File: src/design/tcv_regs.svh
// Purpose: register offsets, field positions, reset values and vector codes
// Assumes: 32-bit apb data, byte addresses, one aligned word per register
// Notes: included by the vector block and the bench; holds definitions only
`ifndef TCV_REGS_SVH
`define TCV_REGS_SVH

`define TCV_UNITS 5
// register byte offsets
`define TCV_CTL_BASE 8'h00
`define TCV_CCR_BASE 8'h20
`define TCV_TCTL_ADDR 8'h40
`define TCV_VEC_ADDR 8'h44
`define TCV_STAT_ADDR 8'h48
`define TCV_MASK_ADDR 8'h4c
// control word field positions
`define TCV_FLAG_BIT 0
`define TCV_INP_BIT 3
`define TCV_IE_BIT 4
`define TCV_CAP_BIT 8
`define TCV_SEL_LO 12
`define TCV_EDGE_LO 14
// timer control field positions
`define TCV_WRAP_FLAG_BIT 0
`define TCV_WRAP_IE_BIT 1
// reset values
`define TCV_CTL_RST 6'h00
`define TCV_CCR_RST 16'h0000
// vector codes
`define TCV_VEC_NONE 16'h0000
`define TCV_VEC_U1 16'h0002
`define TCV_VEC_U2 16'h0004
`define TCV_VEC_U3 16'h0006
`define TCV_VEC_U4 16'h0008
`define TCV_VEC_WRAP 16'h000a
// wrap-from values
`define TCV_WRAP_CONT 16'hffff
`define TCV_WRAP_DOWN 16'h0001

`endif

File: src/design/tcv_pkg.sv
// Purpose: shared types of the capture/compare vector block
// Assumes: constants come from tcv_regs.svh
// Notes: types only
package tcv_pkg;

    // stored control fields of one unit
    typedef struct packed {
        logic [1:0] edge_sel;
        logic [1:0] in_sel;
        logic cap;
        logic ie;
    } tcv_ctl_t;

    // counting modes of the outside counter
    typedef enum logic [1:0] {
        TCV_STOP = 2'h0,
        TCV_UP = 2'h1,
        TCV_CONT = 2'h2,
        TCV_UPDOWN = 2'h3
    } tcv_mode_t;

    // apb slave states, one-hot
    typedef enum logic [1:0] {
        TCV_ST_IDLE = 2'b01,
        TCV_ST_RESP = 2'b10
    } tcv_state_t;

endpackage : tcv_pkg

File: src/design/tcv_vector.sv
// Purpose: capture/compare flags, prioritised vector and apb register file
// Assumes: counter runs elsewhere on pclk; cnt_tick marks each count step
// Notes: one wait state on every apb access; prdata is registered
`timescale 1ns/1ps
`default_nettype none
`include "tcv_regs.svh"
module tcv_vector
    import tcv_pkg::*;
#(
    parameter int ADDR_W = 8
) (
    // clock, reset, enable
    input wire logic pclk,
    input wire logic presetn,
    input wire logic ce,
    // apb slave
    input wire logic psel,
    input wire logic penable,
    input wire logic pwrite,
    input wire logic [ADDR_W-1:0] paddr,
    input wire logic [31:0] pwdata,
    output logic [31:0] prdata,
    output logic pready,
    output logic pslverr,
    // counter state
    input wire logic cnt_tick,
    input wire logic [15:0] cnt_value,
    input wire tcv_mode_t cnt_mode,
    input wire logic cnt_down,
    // capture pins
    input wire logic [`TCV_UNITS-1:0] cap_in_a,
    input wire logic [`TCV_UNITS-1:0] cap_in_b,
    // interrupts
    input wire logic irq_unit0_ack,
    output logic irq_unit0,
    output logic irq_shared,
    output logic irq
);
    localparam int NU = `TCV_UNITS;
    localparam int WRAP = NU; // flag index of the wrap source

    tcv_ctl_t ctl_r [NU];
    logic [15:0] ccr_r [NU];
    logic [NU:0] flag_r;
    logic [NU:0] flag_nxt;
    logic wrap_ie_r;
    logic [15:0] prev_cnt_r;
    tcv_state_t state_r;
    logic [31:0] prdata_r;
    logic pready_r;
    logic pslverr_r;
    logic irq_unit0_r;
    logic irq_shared_r;
    logic irq_r;
    logic [15:0] vec_latch_r;
    logic [2:0] vec_idx_r;
    logic vec_hit_r;

    logic [NU-1:0] cap_evt;
    logic [NU-1:0] cmp_evt;
    logic [NU-1:0] sel_level;
    logic [NU:0] hw_set;
    logic [NU:0] ie;
    logic [NU:0] pend;
    logic wrap_evt;
    logic [15:0] vec_code;
    logic [2:0] vec_idx;
    logic acc_done;
    logic wr_done;
    logic [ADDR_W-1:0] a;
    logic [31:0] rd_data;
    logic rd_err;

    // one unit per capture/compare channel
    for (genvar i = 0; i < NU; i++) begin : g_unit
        tcv_unit u_unit (
            .pclk(pclk),
            .presetn(presetn),
            .ce(ce),
            .in_a(cap_in_a[i]),
            .in_b(cap_in_b[i]),
            .ctl(ctl_r[i]),
            .cnt_tick(cnt_tick),
            .cnt_value(cnt_value),
            .ccr(ccr_r[i]),
            .sel_level(sel_level[i]),
            .cap_evt(cap_evt[i]),
            .cmp_evt(cmp_evt[i])
        );
        assign hw_set[i] = ce & (cap_evt[i] | cmp_evt[i]);
        assign ie[i] = ctl_r[i].ie;
    end

    // wrap to zero; the from-value depends on the counting mode
    always_comb begin
        wrap_evt = 1'b0;
        if (ce && cnt_tick && cnt_value == 16'h0000) begin
            case (cnt_mode)
                TCV_UP: wrap_evt = (prev_cnt_r == ccr_r[0]);
                TCV_CONT: wrap_evt = (prev_cnt_r == `TCV_WRAP_CONT);
                TCV_UPDOWN: wrap_evt = cnt_down &&
                    (prev_cnt_r == `TCV_WRAP_DOWN);
                default: wrap_evt = 1'b0;
            endcase
        end
    end
    assign hw_set[WRAP] = wrap_evt;
    assign ie[WRAP] = wrap_ie_r;

    // disabled flags still set but neither request nor show in the vector
    assign pend = flag_r & ie;

    // fixed priority encoder over the shared sources
    always_comb begin
        vec_code = `TCV_VEC_NONE;
        vec_idx = 3'h0;
        if (pend[1]) begin
            vec_code = `TCV_VEC_U1;
            vec_idx = 3'h1;
        end else if (pend[2]) begin
            vec_code = `TCV_VEC_U2;
            vec_idx = 3'h2;
        end else if (pend[3]) begin
            vec_code = `TCV_VEC_U3;
            vec_idx = 3'h3;
        end else if (pend[4]) begin
            vec_code = `TCV_VEC_U4;
            vec_idx = 3'h4;
        end else if (pend[WRAP]) begin
            vec_code = `TCV_VEC_WRAP;
            vec_idx = 3'(WRAP);
        end
    end

    assign a = paddr;
    assign acc_done = ce & psel & penable & pready_r;
    assign wr_done = acc_done & pwrite;

    // read mux and decode; misaligned or unknown addresses answer slverr
    always_comb begin
        rd_data = 32'h0000_0000;
        rd_err = 1'b0;
        if (a[1:0] != 2'h0) begin
            rd_err = 1'b1;
        end else if (a[7:5] == 3'h0 && a[4:2] < 3'(NU)) begin
            rd_data[`TCV_FLAG_BIT] = flag_r[a[4:2]];
            rd_data[`TCV_INP_BIT] = sel_level[a[4:2]];
            rd_data[`TCV_IE_BIT] = ctl_r[a[4:2]].ie;
            rd_data[`TCV_CAP_BIT] = ctl_r[a[4:2]].cap;
            rd_data[`TCV_SEL_LO +: 2] = ctl_r[a[4:2]].in_sel;
            rd_data[`TCV_EDGE_LO +: 2] = ctl_r[a[4:2]].edge_sel;
        end else if (a[7:5] == 3'h1 && a[4:2] < 3'(NU)) begin
            rd_data[15:0] = ccr_r[a[4:2]];
        end else if (a == `TCV_TCTL_ADDR) begin
            rd_data[`TCV_WRAP_FLAG_BIT] = flag_r[WRAP];
            rd_data[`TCV_WRAP_IE_BIT] = wrap_ie_r;
        end else if (a == `TCV_VEC_ADDR) begin
            rd_data[15:0] = vec_code;
        end else if (a == `TCV_STAT_ADDR) begin
            rd_data[NU:0] = flag_r;
        end else if (a == `TCV_MASK_ADDR) begin
            rd_data[NU:0] = ie;
        end else begin
            rd_err = 1'b1;
        end
    end

    // apb handshake: latch answer and vector choice on the edge that raises pready
    always_ff @(posedge pclk or negedge presetn) begin
        if (!presetn) begin
            state_r <= TCV_ST_IDLE;
            pready_r <= 1'b0;
            prdata_r <= 32'h0000_0000;
            pslverr_r <= 1'b0;
            vec_latch_r <= `TCV_VEC_NONE;
            vec_idx_r <= 3'h0;
            vec_hit_r <= 1'b0;
        end else if (ce) begin
            case (state_r)
                TCV_ST_IDLE: begin
                    if (psel && penable) begin
                        state_r <= TCV_ST_RESP;
                        pready_r <= 1'b1;
                        prdata_r <= pwrite ? 32'h0000_0000 : rd_data;
                        pslverr_r <= rd_err;
                        vec_latch_r <= vec_code;
                        vec_idx_r <= vec_idx;
                        vec_hit_r <= (a == `TCV_VEC_ADDR) &&
                                     (vec_code != `TCV_VEC_NONE);
                    end
                end
                TCV_ST_RESP: begin
                    state_r <= TCV_ST_IDLE;
                    pready_r <= 1'b0;
                    pslverr_r <= 1'b0;
                    vec_hit_r <= 1'b0;
                end
                default: begin
                    state_r <= TCV_ST_IDLE;
                    pready_r <= 1'b0;
                end
            endcase
        end
    end

    // flag update: hardware and software set win over every clear
    always_comb begin
        logic ctl_wr;
        logic clr;
        logic sw_set;
        ctl_wr = 1'b0;
        clr = 1'b0;
        sw_set = 1'b0;
        flag_nxt = flag_r;
        for (int i = 0; i <= NU; i++) begin
            if (i < NU) begin
                ctl_wr = wr_done && a[7:5] == 3'h0 && a[1:0] == 2'h0 &&
                         a[4:2] == 3'(i);
            end else begin
                ctl_wr = wr_done && a == `TCV_TCTL_ADDR;
            end
            sw_set = ctl_wr & pwdata[`TCV_FLAG_BIT];
            clr = (ctl_wr & ~pwdata[`TCV_FLAG_BIT]) |
                  (wr_done && a == `TCV_STAT_ADDR && pwdata[i]);
            // any completed vector access, read or write, clears the winner
            if (acc_done && vec_hit_r && vec_idx_r == 3'(i)) begin
                clr = 1'b1;
            end
            if (i == 0 && ce && irq_unit0_ack) begin
                clr = 1'b1;
            end
            flag_nxt[i] = hw_set[i] | sw_set | (flag_r[i] & ~clr);
        end
    end

    always_ff @(posedge pclk or negedge presetn) begin
        if (!presetn) begin
            flag_r <= '0;
        end else if (ce) begin
            flag_r <= flag_nxt;
        end
    end

    // control, enable and compare registers; a capture beats a write
    always_ff @(posedge pclk or negedge presetn) begin
        if (!presetn) begin
            for (int i = 0; i < NU; i++) begin
                ctl_r[i] <= `TCV_CTL_RST;
                ccr_r[i] <= `TCV_CCR_RST;
            end
            wrap_ie_r <= 1'b0;
        end else if (ce) begin
            for (int i = 0; i < NU; i++) begin
                if (wr_done && a[7:5] == 3'h0 && a[1:0] == 2'h0 &&
                    a[4:2] == 3'(i)) begin
                    ctl_r[i].edge_sel <= pwdata[`TCV_EDGE_LO +: 2];
                    ctl_r[i].in_sel <= pwdata[`TCV_SEL_LO +: 2];
                    ctl_r[i].cap <= pwdata[`TCV_CAP_BIT];
                    ctl_r[i].ie <= pwdata[`TCV_IE_BIT];
                end else if (wr_done && a == `TCV_MASK_ADDR) begin
                    ctl_r[i].ie <= pwdata[i];
                end
                if (cap_evt[i]) begin
                    ccr_r[i] <= cnt_value;
                end else if (wr_done && a[7:5] == 3'h1 && a[1:0] == 2'h0 &&
                             a[4:2] == 3'(i)) begin
                    ccr_r[i] <= pwdata[15:0];
                end
            end
            if (wr_done && a == `TCV_TCTL_ADDR) begin
                wrap_ie_r <= pwdata[`TCV_WRAP_IE_BIT];
            end else if (wr_done && a == `TCV_MASK_ADDR) begin
                wrap_ie_r <= pwdata[WRAP];
            end
        end
    end

    // previous counter value, sampled on each count step
    always_ff @(posedge pclk or negedge presetn) begin
        if (!presetn) begin
            prev_cnt_r <= 16'h0000;
        end else if (ce && cnt_tick) begin
            prev_cnt_r <= cnt_value;
        end
    end

    // requests; shared request yields to unit 0 so that unit 0 is served first
    always_ff @(posedge pclk or negedge presetn) begin
        if (!presetn) begin
            irq_unit0_r <= 1'b0;
            irq_shared_r <= 1'b0;
            irq_r <= 1'b0;
        end else if (ce) begin
            irq_unit0_r <= pend[0];
            irq_shared_r <= (|pend[NU:1]) & ~pend[0];
            irq_r <= |pend;
        end
    end

    assign prdata = prdata_r;
    assign pready = pready_r;
    assign pslverr = pslverr_r;
    assign irq_unit0 = irq_unit0_r;
    assign irq_shared = irq_shared_r;
    assign irq = irq_r;

    a_vec_zero: assert property (@(posedge pclk) disable iff (!presetn)
        (acc_done && !pwrite && a == `TCV_VEC_ADDR && vec_latch_r == 16'h0)
        |-> prdata == 32'h0)
        else $error("vector not zero with nothing pending");
    a_vec_clear: assert property (@(posedge pclk) disable iff (!presetn)
        (acc_done && vec_hit_r && !hw_set[vec_idx_r])
        |=> !flag_r[$past(vec_idx_r)])
        else $error("vector access did not clear winner");
    a_vec_prio: assert property (@(posedge pclk) disable iff (!presetn)
        pend[1] |-> vec_code == 16'h0002)
        else $error("unit 1 not highest shared priority");
    a_u0_first: assert property (@(posedge pclk) disable iff (!presetn)
        (ce && pend[0]) |=> (irq_unit0 && !irq_shared))
        else $error("unit 0 request not on top");
    a_dis_noirq: assert property (@(posedge pclk) disable iff (!presetn)
        (ce && pend == '0) |=> (!irq && !irq_shared))
        else $error("request from disabled flag");
    a_u0_cmp: assert property (@(posedge pclk) disable iff (!presetn)
        (ce && cmp_evt[0]) |=> flag_r[0])
        else $error("unit 0 compare did not set flag");
    a_wrap_set: assert property (@(posedge pclk) disable iff (!presetn)
        wrap_evt |=> flag_r[WRAP] ##1 1'b1)
        else $error("wrap did not set flag");
    a_u0_ack: assert property (@(posedge pclk) disable iff (!presetn)
        (ce && irq_unit0_ack && !hw_set[0] && !(wr_done && a == 8'h00))
        |=> !flag_r[0])
        else $error("unit 0 flag survived accept");
    a_shared_hold: assert property (@(posedge pclk) disable iff (!presetn)
        (ce && !pend[0] && $countones(pend[NU:1]) > 1 && acc_done &&
         vec_hit_r)
        |=> ##1 (irq_shared || !ce || pend[0]))
        else $error("shared request dropped with flags left");

endmodule : tcv_vector
`default_nettype wire

File: src/design/tcv_unit.sv
// Purpose: input select, synchroniser and edge/compare detect of one unit
// Assumes: inputs a and b come from pins, the rest from pclk logic
// Notes: events are combinational and only valid while ce is high
`timescale 1ns/1ps
`default_nettype none
module tcv_unit
    import tcv_pkg::*;
(
    // clock and reset
    input wire logic pclk,
    input wire logic presetn,
    input wire logic ce,
    // pins
    input wire logic in_a,
    input wire logic in_b,
    // configuration
    input wire tcv_ctl_t ctl,
    // counter
    input wire logic cnt_tick,
    input wire logic [15:0] cnt_value,
    input wire logic [15:0] ccr,
    // events
    output logic sel_level,
    output logic cap_evt,
    output logic cmp_evt
);
    logic [1:0] a_sync_r;
    logic [1:0] b_sync_r;
    logic prev_r;
    logic rise;
    logic fall;

    // two flops per pin; only the second stage is looked at
    always_ff @(posedge pclk or negedge presetn) begin
        if (!presetn) begin
            a_sync_r <= 2'h0;
            b_sync_r <= 2'h0;
        end else if (ce) begin
            a_sync_r <= {a_sync_r[0], in_a};
            b_sync_r <= {b_sync_r[0], in_b};
        end
    end

    // source mux; the constant levels let software make its own edge
    always_comb begin
        case (ctl.in_sel)
            2'h0: sel_level = a_sync_r[1];
            2'h1: sel_level = b_sync_r[1];
            2'h2: sel_level = 1'b0;
            default: sel_level = 1'b1;
        endcase
    end

    // previous selected level for edge detection
    always_ff @(posedge pclk or negedge presetn) begin
        if (!presetn) begin
            prev_r <= 1'b0;
        end else if (ce) begin
            prev_r <= sel_level;
        end
    end

    assign rise = sel_level & ~prev_r;
    assign fall = ~sel_level & prev_r;
    // select and edge fields matter to cap_evt only in capture operation; sel_level always follows select
    assign cap_evt = ctl.cap & ((ctl.edge_sel[0] & rise) |
                                (ctl.edge_sel[1] & fall));
    assign cmp_evt = ~ctl.cap & cnt_tick & (cnt_value == ccr);

    a_edge_off: assert property (@(posedge pclk) disable iff (!presetn)
        (ctl.edge_sel == 2'h0) |-> !cap_evt)
        else $error("capture with edge field off");
    a_cmp_nocap: assert property (@(posedge pclk) disable iff (!presetn)
        (!ctl.cap && $changed(sel_level)) |-> !cap_evt)
        else $error("capture event in compare operation");
    a_sel_const: assert property (@(posedge pclk) disable iff (!presetn)
        (ctl.in_sel == 2'h3) |-> sel_level)
        else $error("select 3 not high");

endmodule : tcv_unit
`default_nettype wire

File: config.mk
export PLATFORM = sky130hd
export DESIGN_NAME = tcv_vector
export DESIGN_NICKNAME = d
export VERILOG_FILES = /design/src/design/tcv_pkg.sv /design/src/design/tcv_vector.sv /design/src/design/tcv_unit.sv
export VERILOG_INCLUDE_DIRS = /design/src /design/src/design
export SDC_FILE = /design/constraint.sdc
export NUM_CORES = 1
export LEC_CHECK = 0
export BUFFER_PORTS_ARGS = -buffer_cell sky130_fd_sc_hd__buf_4
export CAP_MARGIN = 40
export CORE_MARGIN = 2
export CORE_UTILIZATION = 35
export CTS_BUF_LIST = sky130_fd_sc_hd__clkbuf_4
export DETAILED_ROUTE_END_ITERATION = 8
export SLEW_MARGIN = 20
export SYNTH_ARGS = -nofsm -noshare
export SYNTH_HDL_FRONTEND = slang
export SYNTH_SLANG_ARGS = --single-unit
File: constraint.sdc
create_clock -name pclk -period 3.9 [get_ports pclk]
set_input_delay 0.195 -clock pclk [delete_from_list [all_inputs] [get_ports pclk]]
set_output_delay 0.195 -clock pclk [all_outputs]
set_load 0.05 [all_outputs]
======== Word level (Yosys, flattened, before mapping) ========
Index checks and enable logic that the tools add are counted.
storage, ports and cells
  register bits after elaboration ......... 201
  bits in latches ......................... 0
  RAM bits ................................ 0
  bits in read-only memories .............. 0
  input bits .............................. 77
  word-level logic and storage cells ...... 379
  memories kept ........................... 0
cells by class
  add/sub/neg operators ................... 0
  $mul .................................... 0
  divide/modulo/power cells ............... 0
  order comparisons ....................... 3
  eq/ne operators ......................... 38
  shift-type cells ........................ 0
  muxes and demuxes ....................... 87
  bitwise gates (word level) .............. 116
  reductions and logical operators ........ 83
operators by type and width
  operator                                                                 number
  16-bit two-way mux                                                       15
  16-bit equality test                                                     6
  1-bit bitwise AND                                                        63
  16-bit binary-select mux with 3-bit select                               1
  1-bit logical AND                                                        38
  1-bit two-way mux                                                        35
  2-bit AND reduction                                                      17
  8-bit by 7-bit equality test with 1-bit output (second input constant)   4
  6-bit two-way mux                                                        5
  1-bit OR                                                                 28
  2-bit nonzero test                                                       13
  4-bit two-way mux                                                        6
  1-bit NOT                                                                23
  3-bit two-way mux                                                        7
  6-bit binary-select mux with 3-bit select                                1
  1-bit one-hot mux with 3 select lines                                    6
  16-bit by 1-bit equality test with 1-bit output (second input constant)  1
  16-bit equality test (second input constant)                             1
  2-bit equality test (second input constant)                              8
  16-bit zero test                                                         1
  16-bit nonzero test                                                      1
  2-bit by 1-bit equality test with 1-bit output (second input constant)   7
  14-bit two-way mux                                                       1
  3-bit by 2-bit equality test with 1-bit output (second input constant)   4
  17 further kinds                                                         35

======== Logic depth before layout (Yosys ltp) ========
Gate-level depths: netlist of run 1.
  depth in word-level cells ............... 14
  gate-level depth with buffers ........... 9

======== By module ========
Synthesis of run 1 repeated with hierarchy kept, for this count alone.
second synthesis, totals
  cells, all modules ...................... 1,005
  area total of the unflattened synthesis .. 11,228.3 um2
by module, submodules not included
  module      instances  cells an instance  area an instance (um2)  seq. area each (um2)
  tcv_vector  1          810                9,176.3                 3,980.1
  tcv_unit    5          39                 410.4                   125.1

======== Least setup slack after synthesis of run 1 ========
No wires, ideal clock.
  path type ............................... reg2reg
  start ................................... reg, netlist name state_r[1]
  end ..................................... reg ccr_r[12] in the netlist's numbering
  setup time .............................. 0.137 ns
  arrival ................................. 2.100 ns
  required time ........................... 3.763 ns
  path slack .............................. 1.663 ns
  cell stages (with the launch flop) ...... 9
  period minus slack after synthesis ...... 2.237 ns
  cells stage by stage .................... dfrtp_1 > and2_1 > nand3_1 > or4_4 > nand2b_4 > buf_6 > buf_6 > o22ai_2 > a21oi_1
RTL lines
  item                            line               RTL
  end signal: indexed assignment  tcv_vector.sv:249  ccr_r[i] <= `TCV_CCR_RST;
  end signal: indexed assignment  tcv_vector.sv:264  ccr_r[i] <= cnt_value;
  end signal: indexed assignment  tcv_vector.sv:267  ccr_r[i] <= pwdata[15:0];
  end: declaration                tcv_vector.sv:43   logic [15:0] ccr_r [NU];

======== Worst setup path in the final report of run 1 ========
  start ................................... reg ctl_r[3] in the netlist's numbering
  end ..................................... reg ccr_r[7] in the netlist's numbering
on the way
  word-level cells in the longest chain between the ends .. 9
ends and longest elaborated chain
  item                                               line               RTL
  start: declaration                                 tcv_vector.sv:42   tcv_ctl_t ctl_r [NU];
  start signal: indexed assignment                   tcv_vector.sv:248  ctl_r[i] <= `TCV_CTL_RST;
  2-bit equality test, or another cell as far along  tcv_unit.sv:46     case (ctl.in_sel)
  1-bit one-hot mux with 3 select lines (*)          tcv_unit.sv:46
  1-bit NOT                                          tcv_unit.sv:64     assign fall = ~sel_level & prev_r;
  1-bit bitwise AND                                  tcv_unit.sv:64
  1-bit bitwise AND                                  tcv_unit.sv:67     (ctl.edge_sel[1] & fall));
  1-bit OR (*)                                       tcv_unit.sv:66     assign cap_evt = ctl.cap & ((ctl.edge_sel[0] & rise) |
  1-bit bitwise AND (*)                              tcv_unit.sv:66
  2-bit nonzero test (no line)                       --
  2-bit AND reduction (no line)                      --
Every way passes the cells marked *; elsewhere a longest branch is shown, timed or not.
A chain may end at the register's enable or synchronous reset.

==> results of run 1 <==
==> sequential cells by signal, summed over array words and instances (netlist names) <==
register,cells
g_unit.u_unit.prev_r,5
g_unit.u_unit.a_sync_r,10
irq_shared,1
prdata,16
state_r,2
vec_idx_r,3
wrap_ie_r,1
flag_r,6
ctl_r,30
prev_cnt_r,16
vec_hit_r,1
g_unit.u_unit.b_sync_r,10
irq_unit0,1
irq,1
ccr_r,80
pslverr,1
==> worst min-delay path by stage <==
stage             start                endpoint  slack, ns  cells after the start
2_1_floorplan   presetn    ccr_r[0]$_DFFE_PN0P_      -0.10                      0
3_3_place_gp    presetn  irq_shared$_DFFE_PN0P_       0.28                      1
3_5_place_dp    presetn   irq_unit0$_DFFE_PN0P_       0.28                      1
4_1_cts        paddr[6]   flag_r[4]$_DFFE_PN0P_      0.007                      4
5_1_grt        paddr[4]  prdata[10]$_DFFE_PN0P_       0.04                      4
6_report       paddr[4]  prdata[10]$_DFFE_PN0P_       0.04                      4
==> power by group through the flow <==
| stage | Clock [W] | Sequential, W | Combinational, W |
|---|---|---|---|
| after floorplan | 0 | 0.00213 | 0.000402 |
| after global routing | 0.00117 | 0.00212 | 0.000737 |
| after global placement | 0 | 0.00213 | 0.000633 |
| after detailed placement | 0 | 0.00214 | 0.000641 |
| after CTS | 0.00110 | 0.00210 | 0.000680 |
| final | 0.00108 | 0.00210 | 0.000685 |
==> repair_timing <==
| action | CTS | global route |
|---|---|---|
| setup buffers | 0 | 0 |
| hold buffers | 59 | 0 |
| endpoints found under the setup margin | 0 | 0 |
| hold endpoints to repair | 220 | 0 |
==> cell type report <==
| type | instances | area share (%) |
|---|---|---|
| antenna | 1 | 0.0200 |
| clock buffer | 18 | 1.08 |
| clock inverter | 14 | 1.06 |
| inverter | 42 | 1.26 |
| multi-input combinational | 765 | 44.9 |
| sequential | 184 | 36.9 |
| tap | 396 | 3.97 |
| timing repair buffer | 157 | 10.8 |
==> stage by stage <==
stage | hold WS [ns] | power (W) | utilization, %
after CTS | 0.00734 | 0.00388 | 40.9
after global routing | 0.0365 | 0.00402 | 40.9
after detailed placement | 0.282 | 0.00278 | 38.1
final | 0.0362 | 0.00386 | 40.9
after floorplan | -0.101 | 0.00253 | -
after global placement | 0.283 | 0.00277 | 38.0
==> cells by family after synthesis <==
family	share of synthesized area [%]
AO/OA/AOI/OAI	16.7
AND/OR/NAND/NOR	11.3
flip-flops	42.6
buffers and inverters	5.94
multiplexers	16.0
XOR/XNOR	7.06
adder cells (fa/ha/maj)	0.348
other	0.0347
==> worst max-delay path, stage by stage (launching register included) <==
cell,delay (ns)
dfrtp_1,0.43
or3b_1,0.42
and4_1,0.24
o21ai_4,0.64
nand2b_4,0.31
o22ai_2,0.19
dlygate4sd3_1,0.59
a21oi_1,0.07
==> cells in the final DEF (no fill, tap or decap), types with 6 or more instances in the layout <==
master | netlist | routed
a21o_1 | 6 | 6
a21oi_1 | 80 | 80
a221oi_1 | 8 | 8
a22o_1 | 8 | 8
a22oi_1 | 11 | 11
a31oi_1 | 10 | 10
buf_4 | 20 | 95
clkbuf_4 | 0 | 18
conb_1 | 1 | 16
dfrtp_1 | 183 | 183
dlygate4sd3_1 | 0 | 59
inv_1 | 41 | 41
mux2_2 | 68 | 68
mux2i_1 | 46 | 46
mux4_2 | 21 | 21
nand2_1 | 75 | 75
nand2b_1 | 9 | 9
nand3_1 | 10 | 10
nand4_1 | 19 | 19
nor2_1 | 50 | 50
nor3_1 | 17 | 17
nor4_1 | 23 | 23
o21ai_0 | 55 | 55
o21ai_1 | 17 | 17
o22ai_1 | 42 | 42
o22ai_2 | 10 | 10
xnor2_1 | 28 | 28
xor2_1 | 59 | 59
==> per-layer routing <==
metal,up-vias,global-route usage [%]
met4,0,8.62
met1,4438,29.0
li1,4065,-
met2,373,33.9
met5,-,0
met3,76,4.23
==> out/summary.txt, run 1 <==
M1 wire length = 14.6 mm
Worst Slack Setup Final = 0.889 ns
initial antenna violation count = 1
R2R Setup Slk = 0.89 ns
RSZ-0062 raised after global routing = no
Slew @ Worst Pin = 0.818 ns
Commonest cells post-synth = 183 x dfrtp_1, 80 x a21oi_1, 75 x nand2_1
Tmin final = 3.01 ns
number of core rows = 64
sequential fraction of the synthesis area = 42.6%
drt wl/cell = 21.8 µm
Final Skew = 0.0222 ns
global-route wire length before repair = 53.5 mm
DR DRC count = 0
met3 wire len = 2.53 mm
DR top layer = met4
ys async rst share = 100%
Core Area = 30,500 µm²
layout cells sized above 1 = 20.3%
metal2 WL = 16.0 mm
drt total wl = 34.4 mm
R2R Path Start = ctl_r[3]$_DFFE_PN0P_
Vias = 8,952
Clock Latency Late Sink = 0.64 ns
clock network fraction of total power = 27.9%
Die Wd = 180 µm
Mapped Area = 10,800 µm²
P&R area growth vs syn = 15.6%
Syn Inst Count = 1,073
Yosys cell types = 73
Placer Congestion = 0.903
Combinational Power Share = 17.7%
Via density = 5.68
power per cell area = 310 nW/µm²
final instance area = 12,500 µm²
port buffer count = 81
Post-DRT Antenna Nets = 0
NetSw = 0.00120 W
switch share = 30.9%
worst setup path endpoint = ccr_r[7]$_DFFE_PN0P_
Setup TNS Final = 0 ns
Num CTS Buffers = 17
total gr overflow = 0
area fraction of the dominant cell type after synthesis = 42.4%
Cell Area, Placed = 11,600 µm²
post-CTS sizing = 0
Root Buffer = clkbuf_4
CP max FO = 19
sequential power share = 54.4%
CTS tree = built
Avg Cell Area, Syn = 10.1 µm²
CP arrival = 3.52 ns
Area contributors post-synth = dfrtp_1 42%, mux2_2 7.1%, xor2_1 4.8%, mux4_2 4.4%, mux2i_1 4.3%
Crit. Startpoint = ctl_r[3]$_DFFE_PN0P_
VDD IR max = 0.176 mV
Int Pwr = 0.00267 W
Setup WS pre-CTS = 1.34 ns
clock-pin slew on the worst setup and hold paths = 0.14 ns
final max-slew violation count = 0
period utilization = 77.2%
vias in the first global route = 8,803
status = finished clean
largest net degree at the start of global routing = 107
YS warnings = 0
Die Footprint = 32,300 µm²
Finished Layout Cells = 1,577
number of clock sinks = 184
Hold/Removal Path Class = input port to register
Slew HR = 45.3%
Synth Flop Type = dfrtp_1
CP required = 4.41 ns
Worst setup SP type = register
Setup crit end kind = register
gr usage total = 21.4%
die height = 180 µm
count leader, synth = dfrtp_1
crit path kind = register to register
Worst R2R Path Depth = 7
Max Clk Rate = 0.332 GHz
Max Cap Viol = 0
reg2reg end = ccr_r[7]$_DFFE_PN0P_
leakage dissipation = 5.31 nW
Fill cells = 2,965
H-tree level count = 4
Iter 0 DRT Violations = 975
post-synth top area cell = dfrtp_1
io pins = 114
register bit count reported by yosys = 184
final setup violating endpoints = 0
initial cell density of the core = 35.4%
Max Root-Sink Buffers = 2
Multi-input gate area = 5610 µm²
placed cell count = 1,485
DP Wirelength = 24.3 mm
Final Hold Fails = 0
Register Area = 4610 µm²
Post-synth EDFFs = 0
nets = 1,247
First-pass DRT Iterations = 5
Note: power is estimated with default switching activity, not from simulation.
==> run 2: changes to the inputs <==
--- a/config.mk
+++ b/config.mk
@@ -6,6 +6,7 @@
 export SDC_FILE = /design/constraint.sdc
 export NUM_CORES = 1
 export LEC_CHECK = 0
+export ABC_AREA = 1
 export BUFFER_PORTS_ARGS = -buffer_cell sky130_fd_sc_hd__buf_4
 export CAP_MARGIN = 40
 export CORE_MARGIN = 2
==> constraint.sdc (replaced) <==
create_clock -name pclk -period 2.7 [get_ports pclk]
set_input_delay 0.135 -clock pclk [delete_from_list [all_inputs] [get_ports pclk]]
set_output_delay 0.135 -clock pclk [all_outputs]
set_load 0.05 [all_outputs]
==> run 2 against run 1 <==
Maximum frequency rose by 23%; worst hold slack got worse by 0.0099 ns; clock skew is 0.023 ns higher; register-to-register slack worse by 0.63 ns; non-clock buffer count fell by 2; count of clock-buffer cells in the layout down 1; sequential share of layout area is 1.5 points lower; design area is 4.2% higher; area after synthesis rose by 3.9%; first-iteration DRC count increased by 36%; die area grew 3.8%; critical path depth increased by 1; largest power group unchanged.
==> out/summary.txt, run 2 <==
Slowest Stage Delay on Critical Path = 0.56 ns
Multi-input gate area = 5720 µm²
metal2 WL = 17.5 mm
final max-slew violation count = 0
Area contributors post-synth = dfrtp_1 41%, nand2_1 19%, o21ai_0 7.2%, inv_1 4.3%, nor2_1 3.5%
RSZ-0062 raised after global routing = no
nets = 1,792
Buf/Inv on CP = 2
number of core rows = 65
Die Wd = 183 µm
Setup crit end kind = register
CP max FO = 8
NetSw = 0.00240 W
Vias = 11,200
ys async rst share = 100%
Post-CTS Setup Inserts = 0
leakage dissipation = 6.46 nW
register bit count reported by yosys = 184
status = finished clean
Mapped Area = 11,200 µm²
Tmin final = 2.44 ns
DR DRC count = 0
final setup violating endpoints = 0
DR top layer = met4
R2R Setup Slk = 0.26 ns
Max Cap Viol = 0
largest net degree at the start of global routing = 78
Hold/Removal Path Class = input port to register
Placer Congestion = 0.918
DP Wirelength = 28.3 mm
CP cell instances = inv_1 -> nor2_1 -> nand2_1 -> nor3_2 -> nand2_1 -> nand4_1 -> nand3_1 -> dlygate4sd3_1
sequential power share = 50.1%
sequential fraction of the synthesis area = 41.1%
Iter 0 DRT Violations = 1,323
Num CTS Buffers = 17
layout cells sized above 1 = 9.62%
Fill cells = 3,311
initial cell density of the core = 35.5%
Worst setup SP type = register
global-route wire length before repair = 61.8 mm
Core Area = 31,600 µm²
total gr overflow = 0
power per cell area = 490 nW/µm²
Final Hold Fails = 0
CTS tree = built
M1 wire length = 17.5 mm
Root Buffer = clkbuf_4
gr usage total = 24.0%
Via density = 5.27
worst min-delay path endpoint = prev_cnt_r[8]$_DFFE_PN0P_
First-pass DRT Iterations = 6
P&R area growth vs syn = 16.0%
switch share = 37.6%
Die Footprint = 33,500 µm²
count leader, synth = nand2_1
R2R Path Start = state_r[1]$_DFFE_PN0P_
Max Root-Sink Buffers = 2
Synth Flop Type = dfrtp_1
post-synth top area cell = dfrtp_1
CP required = 3.26 ns
vias in the first global route = 10,700
io pins = 114
drt total wl = 39.5 mm
final instance area = 13,000 µm²
Slew @ Worst Pin = 0.693 ns
Crit. Startpoint = state_r[1]$_DFFE_PN0P_
reg2reg end = flag_r[1]$_DFFE_PN0P_
Final Skew = 0.0448 ns
Commonest cells post-synth = 579 x nand2_1, 183 x dfrtp_1, 162 x o21ai_0
min-delay src = cnt_value[8]
Int Pwr = 0.00398 W
area fraction of the dominant cell type after synthesis = 40.8%
hold path depth = 3
crit path kind = register to register
period utilization = 90.4%
commonest non-fill, non-tap cell in the layout = nand2_1
Clock Latency Late Sink = 0.65 ns
max reg flops = 80
Post-DRT Antenna Nets = 0
Slew HR = 53.8%
CP max stage cell = dlygate4sd3_1
CP arrival = 3.00 ns
number of clock sinks = 184
YS warnings = 0
H-tree level count = 4
Setup TNS Final = 0 ns
drt wl/cell = 18.6 µm
die height = 183 µm
clock-pin slew on the worst setup and hold paths = 0.23 ns
clock network fraction of total power = 29.1%
initial antenna violation count = 1
Worst R2R Path Depth = 8
commonest non-fill, non-tap cells in the layout = 579 x nand2_1, 183 x dfrtp_1, 162 x o21ai_0, 129 x inv_1, 111 x buf_4
met3 wire len = 3.10 mm
Cell Area, Placed = 12,200 µm²
Syn Inst Count = 1,615
Max Clk Rate = 0.410 GHz
Combinational Power Share = 20.9%
Crit path top cell by count = nand2_1
port buffer count = 81
Register Area = 4610 µm²
Yosys cell types = 46
Avg Cell Area, Syn = 6.95 µm²
Reg with most FFs = ccr_r
delay-heaviest family, CP = simple AND/OR/NAND/NOR gates
VDD IR max = 0.248 mV
top flop regs = ccr_r: 80 flops, ctl_r: 30 flops
Post-synth EDFFs = 0
run 2: what timing repair did:
| action | CTS | global route |
|---|---|---|
| endpoints found under the hold margin | 213 | 0 |
| gates resized for setup | 0 | 1 |
| hold buffers | 40 | 0 |
| setup endpoints to repair | 0 | 1 |
run 2: logic make-up (layout without fill, tap and decap cells):
family / after synthesis / count (layout) / share of synthesized area (%)
compound gates: 358 / 358 / 18.2
simple gates: 811 / 811 / 29.6
buf+inv: 228 / 323 / 8.41
flops: 184 / 184 / 41.1
other cells: 1 / 17 / 0.0334
fa+ha+maj: 3 / 3 / 0.335
xor+xnor: 30 / 30 / 2.34
run 2: worst max-delay path by stage:
stage	slack, ns	to	cells after the start
2_1_floorplan	0.74	ccr_r[25]$_DFFE_PN0P_	8
3_3_place_gp	0.51	ccr_r[20]$_DFFE_PN0P_	8
4_1_cts	0.23	flag_r[1]$_DFFE_PN0P_	8
5_1_grt	0.07	flag_r[1]$_DFFE_PN0P_	9
6_report	0.26	flag_r[1]$_DFFE_PN0P_	8
3_5_place_dp	0.46	ccr_r[23]$_DFFE_PN0P_	8
run 2: layout make-up:
class	instances	share of cell area, %
flip-flops and latches	184	35.4
clock inverters	15	1.82
multi-input cells	1218	44.0
inverters	136	3.92
well taps	402	3.87
diodes	1	0.0192
repair buffers	155	9.98
clock buffers	17	0.981
run 2: power groups by stage:
stage,registers [W],logic [W],clock network (W)
after floorplan,0.00321,0.000822,0
after global placement,0.00323,0.00126,0
after detailed placement,0.00324,0.00127,0
after CTS,0.00319,0.00132,0.00188
after global routing,0.00322,0.00149,0.00200
final,0.00319,0.00133,0.00185
run 2: metal layers:
metal,up-vias,global-route usage (%)
li1,5417,-
met2,465,37.0
met1,5245,34.2
met5,-,0
met3,81,3.71
met4,0,8.96
run 2: tightest hold or removal path: cells and delay by family:
kind                   cells  cell delay (ns)
AOI/OAI and AO/OA          1             0.13
buffers and inverters      2             0.36
run 2: per-stage QoR:
stage          hold WS, ns  setup slack [ns]  total power, W  cells  util [%]
2_1_floorplan       -0.161             0.736         0.00403   1630         -
3_3_place_gp         0.232             0.505         0.00449   2055      38.8
3_5_place_dp         0.229             0.459         0.00451   2055      38.8
4_1_cts            0.00451             0.232         0.00639   2127      41.2
5_1_grt             0.0307            0.0744         0.00672   2128      41.2
6_report            0.0263             0.260         0.00638   2128      41.2
